[src/hw/tkc_pkg.sv]
/*
 Constants for the time keeper control register block: field positions,
 reset value, masks and timing counts.
 Assumes a 25 MHz clock and a plain address/strobe register port.
*/
package tkc_pkg;
	localparam logic [3:0] TKC_CONTROL_ADDR = 4'h0;
	localparam int TKC_CAL_LSB = 16;
	localparam int TKC_CAL_MSB = 25;
	localparam int TKC_ON_BIT = 15;
	localparam int TKC_IDLE_BIT = 13;
	localparam int TKC_SEL_BIT = 7;
	localparam int TKC_RUN_BIT = 6;
	localparam int TKC_UNLOCK_BIT = 3;
	localparam int TKC_SYNC_BIT = 2;
	localparam int TKC_HALF_BIT = 1;
	localparam int TKC_OE_BIT = 0;
	localparam logic [31:0] TKC_RESET = 32'h0000_0000;
	// Bits software may write directly (cal, idle, sel, oe; on only while unlock is set)
	localparam logic [31:0] TKC_WMASK = 32'h03ff_a081;
	// Clock rate and the one-second tick of the module clock
	localparam int TKC_CLK_HZ = 25000000;
	localparam int TKC_SEC_S = 1;
	localparam int TKC_SEC_CYC = TKC_CLK_HZ * TKC_SEC_S;
	localparam int TKC_MIN_SECONDS = 60;
	localparam logic [9:0] TKC_CAL_MIN = 10'h200;
endpackage

[src/hw/tkc_tick.sv]
/*
 Divider that produces the module's second tick from the gated clock
 enable, with per-minute drift correction of the tick count.
 Assumes run_en high in every cycle the module clock is active.
*/
`timescale 1ns/1ps
module tkc_tick #(
	parameter int SEC_CYC = tkc_pkg::TKC_SEC_CYC
) (
	input wire logic clock,
	input wire logic resetn,
	input wire logic run_en,
	input wire logic [9:0] cal,
	output logic sec_tick,
	output logic half_tick
);
	logic [31:0] cnt_reg;
	logic [5:0] sec_reg;
	logic [31:0] limit;
	logic [31:0] cal_ext;
	logic minute_end;

	// Signed calibration stretches or trims the last second of each minute
	assign cal_ext = {{22{cal[9]}}, cal};
	assign minute_end = (sec_reg == 6'(tkc_pkg::TKC_MIN_SECONDS - 1));
	assign limit = minute_end ? 32'(SEC_CYC) + cal_ext - 32'h1 :
		32'(SEC_CYC) - 32'h1;
	assign sec_tick = run_en && (cnt_reg >= limit);
	assign half_tick = run_en && (cnt_reg == 32'(SEC_CYC / 2) - 32'h1);

	// Cycle count within the second
	always_ff @(posedge clock or negedge resetn)
	begin
		if (!resetn)
			cnt_reg <= 32'h0;
		else if (sec_tick)
			cnt_reg <= 32'h0;
		else if (run_en)
			cnt_reg <= cnt_reg + 32'h1;
	end

	// Second count within the minute
	always_ff @(posedge clock or negedge resetn)
	begin
		if (!resetn)
			sec_reg <= 6'h0;
		else if (sec_tick)
			sec_reg <= minute_end ? 6'h0 : sec_reg + 6'h1;
	end
endmodule

[src/hw/tkc_sync.sv]
/*
 Two flip-flop synchroniser for one level from outside the clock domain.
 Assumes the level is stable for several clock cycles.
*/
`timescale 1ns/1ps
module tkc_sync (
	input wire logic clock,
	input wire logic resetn,
	input wire logic din,
	output logic dout
);
	logic meta_reg;

	// First stage feeds only the second
	always_ff @(posedge clock or negedge resetn)
	begin
		if (!resetn)
		begin
			meta_reg <= 1'b0;
			dout <= 1'b0;
		end
		else
		begin
			meta_reg <= din;
			dout <= meta_reg;
		end
	end
endmodule

[src/hw/tkc_control.sv]
/*
 Control and status register of the time keeper module with the seconds
 and alarm pin output, halt in idle and write unlock gating.
 Assumes resetn is the power-on reset only; other resets are not wired
 here. cpu_idle and unlock_seq are async pins; seconds_write and
 alarm_pulse are one-cycle pulses from logic on the same clock.
*/
// Decided for this implementation: the plain strobed port and the address map.
`timescale 1ns/1ps
module tkc_control #(
	parameter int SEC_CYC = tkc_pkg::TKC_SEC_CYC
) (
	input wire logic clock,
	input wire logic resetn,
	input wire logic [3:0] addr,
	input wire logic [31:0] wdata,
	input wire logic wr,
	input wire logic rd,
	output logic [31:0] rdata,
	input wire logic cpu_idle,
	input wire logic unlock_seq,
	input wire logic seconds_write,
	input wire logic alarm_pulse,
	output logic pin_out,
	output logic pin_oe,
	output logic module_clk_en,
	output logic second_pulse
);
	logic [31:0] ctrl_reg;
	logic [31:0] ctrl_next;
	logic half_reg;
	logic run_reg;
	logic sync_reg;
	logic half_level_reg;
	logic idle_s;
	logic unlock_s;
	logic sel_hit;
	logic wr_hit;
	logic unlock_next;
	logic on_next;
	logic gate_en;
	logic sec_tick;
	logic half_tick;
	logic src;
	logic [31:0] status_word;

	// Pin inputs pass two flip-flops
	tkc_sync u_idle_sync (
		.clock(clock),
		.resetn(resetn),
		.din(cpu_idle),
		.dout(idle_s)
	);
	tkc_sync u_unlock_sync (
		.clock(clock),
		.resetn(resetn),
		.din(unlock_seq),
		.dout(unlock_s)
	);

	// Address decode
	assign sel_hit = (addr == tkc_pkg::TKC_CONTROL_ADDR);
	assign wr_hit = wr && sel_hit;

	// Unlock bit may only be set while the sequence runs
	assign unlock_next = wdata[tkc_pkg::TKC_UNLOCK_BIT] && unlock_s;
	// On bit takes the written value only while unlock currently reads one
	assign on_next = ctrl_reg[tkc_pkg::TKC_UNLOCK_BIT] ?
		wdata[tkc_pkg::TKC_ON_BIT] :
		ctrl_reg[tkc_pkg::TKC_ON_BIT];

	// Next control value; read-only and unused bits stay clear
	always_comb
	begin
		ctrl_next = ctrl_reg;
		if (wr_hit)
		begin
			ctrl_next = wdata & tkc_pkg::TKC_WMASK;
			ctrl_next[tkc_pkg::TKC_ON_BIT] = on_next;
			ctrl_next[tkc_pkg::TKC_UNLOCK_BIT] = unlock_next;
		end
	end

	// Control register, cleared only by power-on reset
	always_ff @(posedge clock or negedge resetn)
	begin
		if (!resetn)
			ctrl_reg <= tkc_pkg::TKC_RESET;
		else
			ctrl_reg <= ctrl_next;
	end

	// Module clock gating: on and not halted in idle
	assign gate_en = ctrl_reg[tkc_pkg::TKC_ON_BIT] &&
		!(ctrl_reg[tkc_pkg::TKC_IDLE_BIT] && idle_s);

	tkc_tick #(
		.SEC_CYC(SEC_CYC)
	) u_tick (
		.clock(clock),
		.resetn(resetn),
		.run_en(gate_en),
		.cal(ctrl_reg[tkc_pkg::TKC_CAL_MSB:tkc_pkg::TKC_CAL_LSB]),
		.sec_tick(sec_tick),
		.half_tick(half_tick)
	);

	// Status: running, sync near rollover, half-second flag
	always_ff @(posedge clock or negedge resetn)
	begin
		if (!resetn)
		begin
			run_reg <= 1'b0;
			sync_reg <= 1'b0;
			half_reg <= 1'b0;
			half_level_reg <= 1'b0;
		end
		else
		begin
			run_reg <= gate_en;
			sync_reg <= half_level_reg && gate_en;
			if (sec_tick)
				half_level_reg <= 1'b0;
			else if (half_tick)
				half_level_reg <= 1'b1;
			if (seconds_write)
				half_reg <= 1'b0;
			else if (sec_tick)
				half_reg <= 1'b0;
			else if (half_tick)
				half_reg <= 1'b1;
		end
	end

	// Read word assembly
	always_comb
	begin
		status_word = ctrl_reg;
		status_word[tkc_pkg::TKC_RUN_BIT] = run_reg;
		status_word[tkc_pkg::TKC_SYNC_BIT] = sync_reg;
		status_word[tkc_pkg::TKC_HALF_BIT] = half_reg;
	end

	// Read data stands one cycle after the strobe; zero elsewhere
	always_ff @(posedge clock or negedge resetn)
	begin
		if (!resetn)
			rdata <= 32'h0;
		else if (rd && sel_hit)
			rdata <= status_word;
		else
			rdata <= 32'h0;
	end

	// Pin source selection and enable
	assign src = ctrl_reg[tkc_pkg::TKC_SEL_BIT] ? half_level_reg :
		alarm_pulse;
	always_ff @(posedge clock or negedge resetn)
	begin
		if (!resetn)
		begin
			pin_out <= 1'b0;
			pin_oe <= 1'b0;
			module_clk_en <= 1'b0;
			second_pulse <= 1'b0;
		end
		else
		begin
			pin_out <= ctrl_reg[tkc_pkg::TKC_OE_BIT] && src;
			pin_oe <= ctrl_reg[tkc_pkg::TKC_OE_BIT];
			module_clk_en <= gate_en;
			second_pulse <= sec_tick;
		end
	end

	// Checks on the register behaviour
	unlock_gate_a: assert property (@(posedge clock) disable iff (!resetn)
		(wr_hit && !unlock_s) |=> !ctrl_reg[tkc_pkg::TKC_UNLOCK_BIT])
		else $error("unlock bit set outside sequence");
	on_locked_a: assert property (@(posedge clock) disable iff (!resetn)
		(!ctrl_reg[tkc_pkg::TKC_UNLOCK_BIT]) |=>
		$stable(ctrl_reg[tkc_pkg::TKC_ON_BIT]))
		else $error("on bit changed while locked");
	unused_zero_a: assert property (@(posedge clock) disable iff (!resetn)
		rd && sel_hit |=> (rdata & 32'hfc00_5f30) == 32'h0)
		else $error("unimplemented bit read nonzero");
	idle_halt_a: assert property (@(posedge clock) disable iff (!resetn)
		(ctrl_reg[tkc_pkg::TKC_IDLE_BIT] && idle_s) |-> !gate_en)
		else $error("module clock runs in idle");
	pin_enable_a: assert property (@(posedge clock) disable iff (!resetn)
		!ctrl_reg[tkc_pkg::TKC_OE_BIT] |=> !pin_out)
		else $error("pin driven while disabled");
	pin_alarm_a: assert property (@(posedge clock) disable iff (!resetn)
		(ctrl_reg[tkc_pkg::TKC_OE_BIT] && !ctrl_reg[tkc_pkg::TKC_SEL_BIT]
		&& alarm_pulse) |=> pin_out)
		else $error("alarm pulse not on pin");
	run_status_a: assert property (@(posedge clock) disable iff (!resetn)
		rd && sel_hit |=> rdata[tkc_pkg::TKC_RUN_BIT] == $past(run_reg))
		else $error("running flag wrong");
	half_clear_a: assert property (@(posedge clock) disable iff (!resetn)
		seconds_write |=> !half_reg)
		else $error("half second flag not cleared");
	ro_ignored_a: assert property (@(posedge clock) disable iff (!resetn)
		wr_hit |=> !ctrl_reg[tkc_pkg::TKC_RUN_BIT]
		&& !ctrl_reg[tkc_pkg::TKC_HALF_BIT])
		else $error("read-only bit stored");
endmodule

[config.mk]
export PLATFORM = sky130hd
export DESIGN_NAME = tkc_control
export DESIGN_NICKNAME = d
export VERILOG_FILES = /design/src/hw/tkc_pkg.sv /design/src/hw/tkc_tick.sv /design/src/hw/tkc_sync.sv /design/src/hw/tkc_control.sv
export SDC_FILE = /design/constraint.sdc
export NUM_CORES = 1
export LEC_CHECK = 0
export BUFFER_PORTS_ARGS = -buffer_cell sky130_fd_sc_hd__buf_2
export CAP_MARGIN = 15
export CORE_ASPECT_RATIO = 1.75
export CORE_MARGIN = 2
export CORE_UTILIZATION = 55
export DETAILED_ROUTE_END_ITERATION = 12
export GPL_TIMING_DRIVEN = 0
export PLACE_DENSITY_LB_ADDON = 0.2
export SYNTH_ARGS = -nofsm -noshare
export SYNTH_HDL_FRONTEND = slang
export SYNTH_SLANG_ARGS = --single-unit
[constraint.sdc]
create_clock -name clock -period 4.3 [get_ports clock]
set_clock_uncertainty 0.15 [all_clocks]
set_input_delay 0.86 -clock clock [delete_from_list [all_inputs] [get_ports clock]]
set_output_delay 0.86 -clock clock [all_outputs]
set_load 0.02 [all_outputs]
# Yosys cells after proc, flatten, opt, wreduce, memory -nomap -nowiden
# Index checks and enable logic that the tools add are counted.
# classes
div,0
n_eq_ne,2
n_shift,0
bitwise_logic,0
multipliers,0
mux,9
n_reduce_logical,15
n_lt_le_gt_ge,1
addsub,4
# ops
cell,count
2-to-1 mux 32 bit,3
adder 32 x 1 -> 32 bit (second input constant),1
== test 32 x 24 -> 1 bit (second input constant),1
greater-or-equal comparator 32 bit,1
subtractor 32 x 1 -> 32 bit (second input constant),1
adder 26 x 10 -> 27 bit (first input constant),1
2-to-1 mux 26 bit,1
logical AND 1 bit,9
adder 6 x 1 -> 6 bit (second input constant),1
== test 6 bit (second input constant),1
2-to-1 mux 6 bit,1
logical NOT 4 bit,1
2-to-1 mux 1 bit,4
nonzero test 2 bit,2
nonzero test 3 bit,1
AND reduction 2 bit,1
logical NOT 1 bit,1
# word_totals
register_bits,90
rom_bits,0
mem_bits_rw,0
latchBits,0
memories,0
output_inout_bits,36

# Depth between registers and ports, before layout
# depth
ltp_word,7
depth_mapped,15
mapped_depth_nobuf,13

# By module
# From an unflattened synthesis, not the netlist that was laid out.
# hier_totals
hier_cells,383
area_unflattened_um2,4088.9
# by_module_without_submodules
module,area_per_inst_um2,instances,cells_each
tkc_tick,2441.1,1,275
tkc_control,1547.7,1,104
tkc_sync,50.0,2,2

# Worst setup path after synthesis
# Ideal clock, no wire load.
# synth_path
path_type,reg-to-reg
from,register ctrl_reg[20]
to,register u_tick.sec_reg[1]
setup_ns,0.125
period_less_slack_ns,3.226
path_stages_with_launch,14
t_arrival_ns,2.951
path_buffers,1
slack_ns,1.074
path_cell_list,dfrtp_1 nor4_1 nand3_1 nor3_1 xnor2_1 nand2_1 ha_1 nand3_1 a211oi_1 a211oi_1 a31oi_2 and2_1 buf_6 mux2_4
# synth_between
elab_chain_cells,5
# synth_lines
item,line_no,text
start: declaration,tkc_control.sv:29,logic [31:0] ctrl_reg;
start signal: assignment,tkc_control.sv:88,ctrl_reg <= tkc_pkg::TKC_RESET;
start signal: assignment,tkc_control.sv:90,ctrl_reg <= ctrl_next;
adder 26 x 10 -> 27 bit,tkc_tick.sv:26,assign limit = minute_end ? 32'(SEC_CYC) + cal_ext - 32'h1 :
subtractor 32 x 1 -> 32 bit,tkc_tick.sv:26,
2-to-1 mux 32 bit,tkc_tick.sv:26,
greater-or-equal comparator 32 bit,tkc_tick.sv:28,assign sec_tick = run_en && (cnt_reg >= limit);
logical AND 1 bit,tkc_tick.sv:28,
end signal: assignment,tkc_tick.sv:48,sec_reg <= minute_end ? 6'h0 : sec_reg + 6'h1;
end: declaration,tkc_tick.sv:18,logic [5:0] sec_reg;
# No other way between the ends.
# A chain may end at the register's enable or synchronous reset.

# Worst setup path after layout
# Same ends and word-level chain as after synthesis.

==> results.sh <==
export IMPL_fp_dieW_um=68.9
export IMPL_drt_iter0_drc=150
export IMPL_finalWirelength_mm=8.04
export IMPL_slowest_stage="a31oi_2"
export IMPL_gr_usage_all_layers_pct=23.1
export IMPL_antenna_found_initial=0
export IMPL_yosysUniqueCellTypes=45
export IMPL_grt_pass1_vias=3144
export IMPL_crit_path_cell_trace="nor4_1, nand3_1, nor3_1, xnor2_1, nand2_1, ha_1, nand3_1, nor3_2, a211oi_1, a31oi_2, and2_1, buf_6, mux2_4"
export IMPL_worstSkewPairLatency_ps=330
export IMPL_seq_area_frac_synth_pct=50.6
export IMPL_num_antenna_cells=0
export IMPL_grt_first_pass_wirelength_mm=14.2
export IMPL_critPathLaunchType="register"
export IMPL_fin_crit_ps=3700
export IMPL_htreeDepth=3
export IMPL_vias=2989
export IMPL_power_density_nw_per_um2=530
export IMPL_critPathArrivalTime_ps=3770
export IMPL_grt_max_degree=44
export IMPL_cp_startpoint="ctrl_reg[20]$_DFFE_PN0P_"
export IMPL_root_buffer="clkbuf_16"
export IMPL_largest_reg_flops=32
export IMPL_place_port_buffers=48
export IMPL_place_area_um2=4480
export IMPL_drt_first_pass_iters=4
export IMPL_max_stage_delay_ps=450
export IMPL_p_leak_nw=2.44
export IMPL_setup_viol=0
export IMPL_dpl_cell_count=537
export IMPL_crit_top_cell="nand3_1"
export IMPL_whs_ps=198
export IMPL_yosys_most_used_dff="dfrtp_1"
export IMPL_slew_violations=0
export IMPL_post_cts_buffers=0
export IMPL_critPathCaptureType="register"
export IMPL_syn_inst=388
export IMPL_ant_nets=0
export IMPL_hp_class="reg -> reg"
export IMPL_synth_seq_cells=82
export IMPL_synthArstFlopShare_pct=100
export IMPL_die_area_um2=8110
export IMPL_cts_resized_gates=0
export IMPL_fin_cells=553
export IMPL_fin_area_um2=4790
export IMPL_die_h_um=118
export IMPL_grt_setup_unrepaired="no"
export IMPL_worstSetupPathType="reg -> reg"
export IMPL_hp_start="u_idle_sync.meta_reg$_DFF_PN0_"
export IMPL_nNetsFinal=524
export IMPL_synth_edff_count=0
export IMPL_wire_per_inst_um=14.5
export IMPL_yosys_warnings=0
export IMPL_grt_overflow_total=0
export IMPL_routed_via_density=5.41
export IMPL_slew_headroom_pct=53.9
export IMPL_cts_sinks=82
export IMPL_drc=0
export IMPL_vdd_ir_drop_max_v=0.000358
export IMPL_core_um2=7180
export IMPL_finalPower_mw=2.54
export IMPL_drv_cap=0
export IMPL_cp_max_fo=10
export IMPL_hpwl_mm=6.09
export IMPL_yosysTopAreaCellShare_pct=50.6
export IMPL_fmax_mhz=270
export IMPL_ys_top_cells_by_area="dfrtp_1, ha_1, xor2_1"
export IMPL_status="complete, no violations"
export IMPL_r2r_start="ctrl_reg[20]$_DFFE_PN0P_"
export IMPL_avgSynthCellArea_um2=10.5
export IMPL_period_share_pct=86.0
export IMPL_cts_hold_buffers_added=0
export IMPL_clkTransAtPathRegs_ps=60
export IMPL_ioPinCount=80
export IMPL_rows=41
export IMPL_critPathRequiredTime_ps=4370
export IMPL_cts_tree="built"
export IMPL_synthToLayoutAreaGrowth_pct=18.1
export IMPL_worstMarginPinSlew_ps=686
export IMPL_drive_gt1_share_pct=22.5
export IMPL_tns_ps=0
export IMPL_initial_core_util_pct=56.5
export IMPL_utilization_pct=66.7
export IMPL_hold_violations=0
export IMPL_preCtsSetupSlack_ps=587
export IMPL_cts_buffers=9
export IMPL_layout_setup_ws_ps=601
export IMPL_synth_area_leader_cell="dfrtp_1"
export IMPL_cts_path_max_buffers=2
export IMPL_gp_congestion=0.837
export IMPL_synthesis_area_um2=4060
[path summary, 6_finish.rpt]
check	end	slack, ps	depth (start not counted)
hold reg to reg	u_idle_sync.dout$_DFF_PN0_	200	0
max in group asynchronous	rdata[0]$_DFF_PN0_	3070	2
min in group asynchronous	u_tick.cnt_reg[13]$_DFFE_PN0P_	340	1
setup reg to reg	u_tick.sec_reg[1]$_DFFE_PN0N_	600	13
setup / recovery	u_tick.sec_reg[1]$_DFFE_PN0N_	600	13
hold / removal	u_idle_sync.dout$_DFF_PN0_	200	0
[synth_stat cells (6+ instances only)]
cell type	n
dfrtp_1	82
nor2_1	48
nand2_1	33
and3_1	26
xor2_1	22
nand3_1	21
ha_1	18
buf_4	15
mux2_2	15
a21oi_1	11
xnor2_1	8
nand4_1	7
clkbuf_1	6
inv_1	6
nor4_1	6
o21ai_0	6
[kinds of logic (layout without fill, tap and decap cells)]
family / after synthesis / count (layout) / share of synthesized area (%)
multiplexers: 18 / 18 / 5.03
AND/OR/NAND/NOR: 169 / 169 / 21.1
buffers and inverters: 31 / 96 / 4.84
other: 2 / 16 / 0.185
XOR/XNOR: 30 / 30 / 6.48
adder cells (fa/ha/maj): 18 / 18 / 5.55
flip-flops: 82 / 82 / 50.6
AO/OA/AOI/OAI: 38 / 38 / 6.29
[cell type report]
class,count,area (um^2)
fill,591,2390
timing repair buffer,49,263
inverter,6,22.5
clock buffer,12,256
sequential,82,2050
buffer,25,174
clock inverter,4,56.3
multi-input combinational,289,1860
tap,86,108
[cells in the final DEF, fill, tap and decap left out, types with 8 or more instances in the layout]
master     netlist  layout
nand3_1         21      21
clkbuf_16        0       9
nand2_1         33      33
conb_1           2      16
buf_4           15      16
dfrtp_1         82      82
a21oi_1         11      11
xnor2_1          8       8
and3_1          26      26
xor2_1          22      22
ha_1            18      18
nor2_1          48      48
mux2_2          15      15
buf_2            0      47
[metal layers]
metal / vias to the layer above / GRT usage (%) / share of wire [%] / routed length (um)
li1: 1471 / - / - / -
met1: 1462 / 25.1 / 38 / 3040
met2: 45 / 41.9 / 58 / 4640
met3: 11 / 4.21 / 2.7 / 216
met4: 0 / 9.07 / 1.9 / 151
met5: - / 0 / 0 / 0
[worst max-delay path, delay by kind of cell, from the launching register on]
kind	cells	cell delay (ps)
buf+inv	1	150
xor+xnor	1	170
fa+ha+maj	1	320
flops	1	420
mux	1	300
simple gates	7	1490
compound gates	2	590
[power by group]
part / leakage (nW) / switching [mW] / internal (mW)
clock: 0.154 / 0.304 / 0.487
combinational: 1.22 / 0.282 / 0.269
sequential: 1.07 / 0.238 / 0.962
Power figures use the tool's default switching activity.
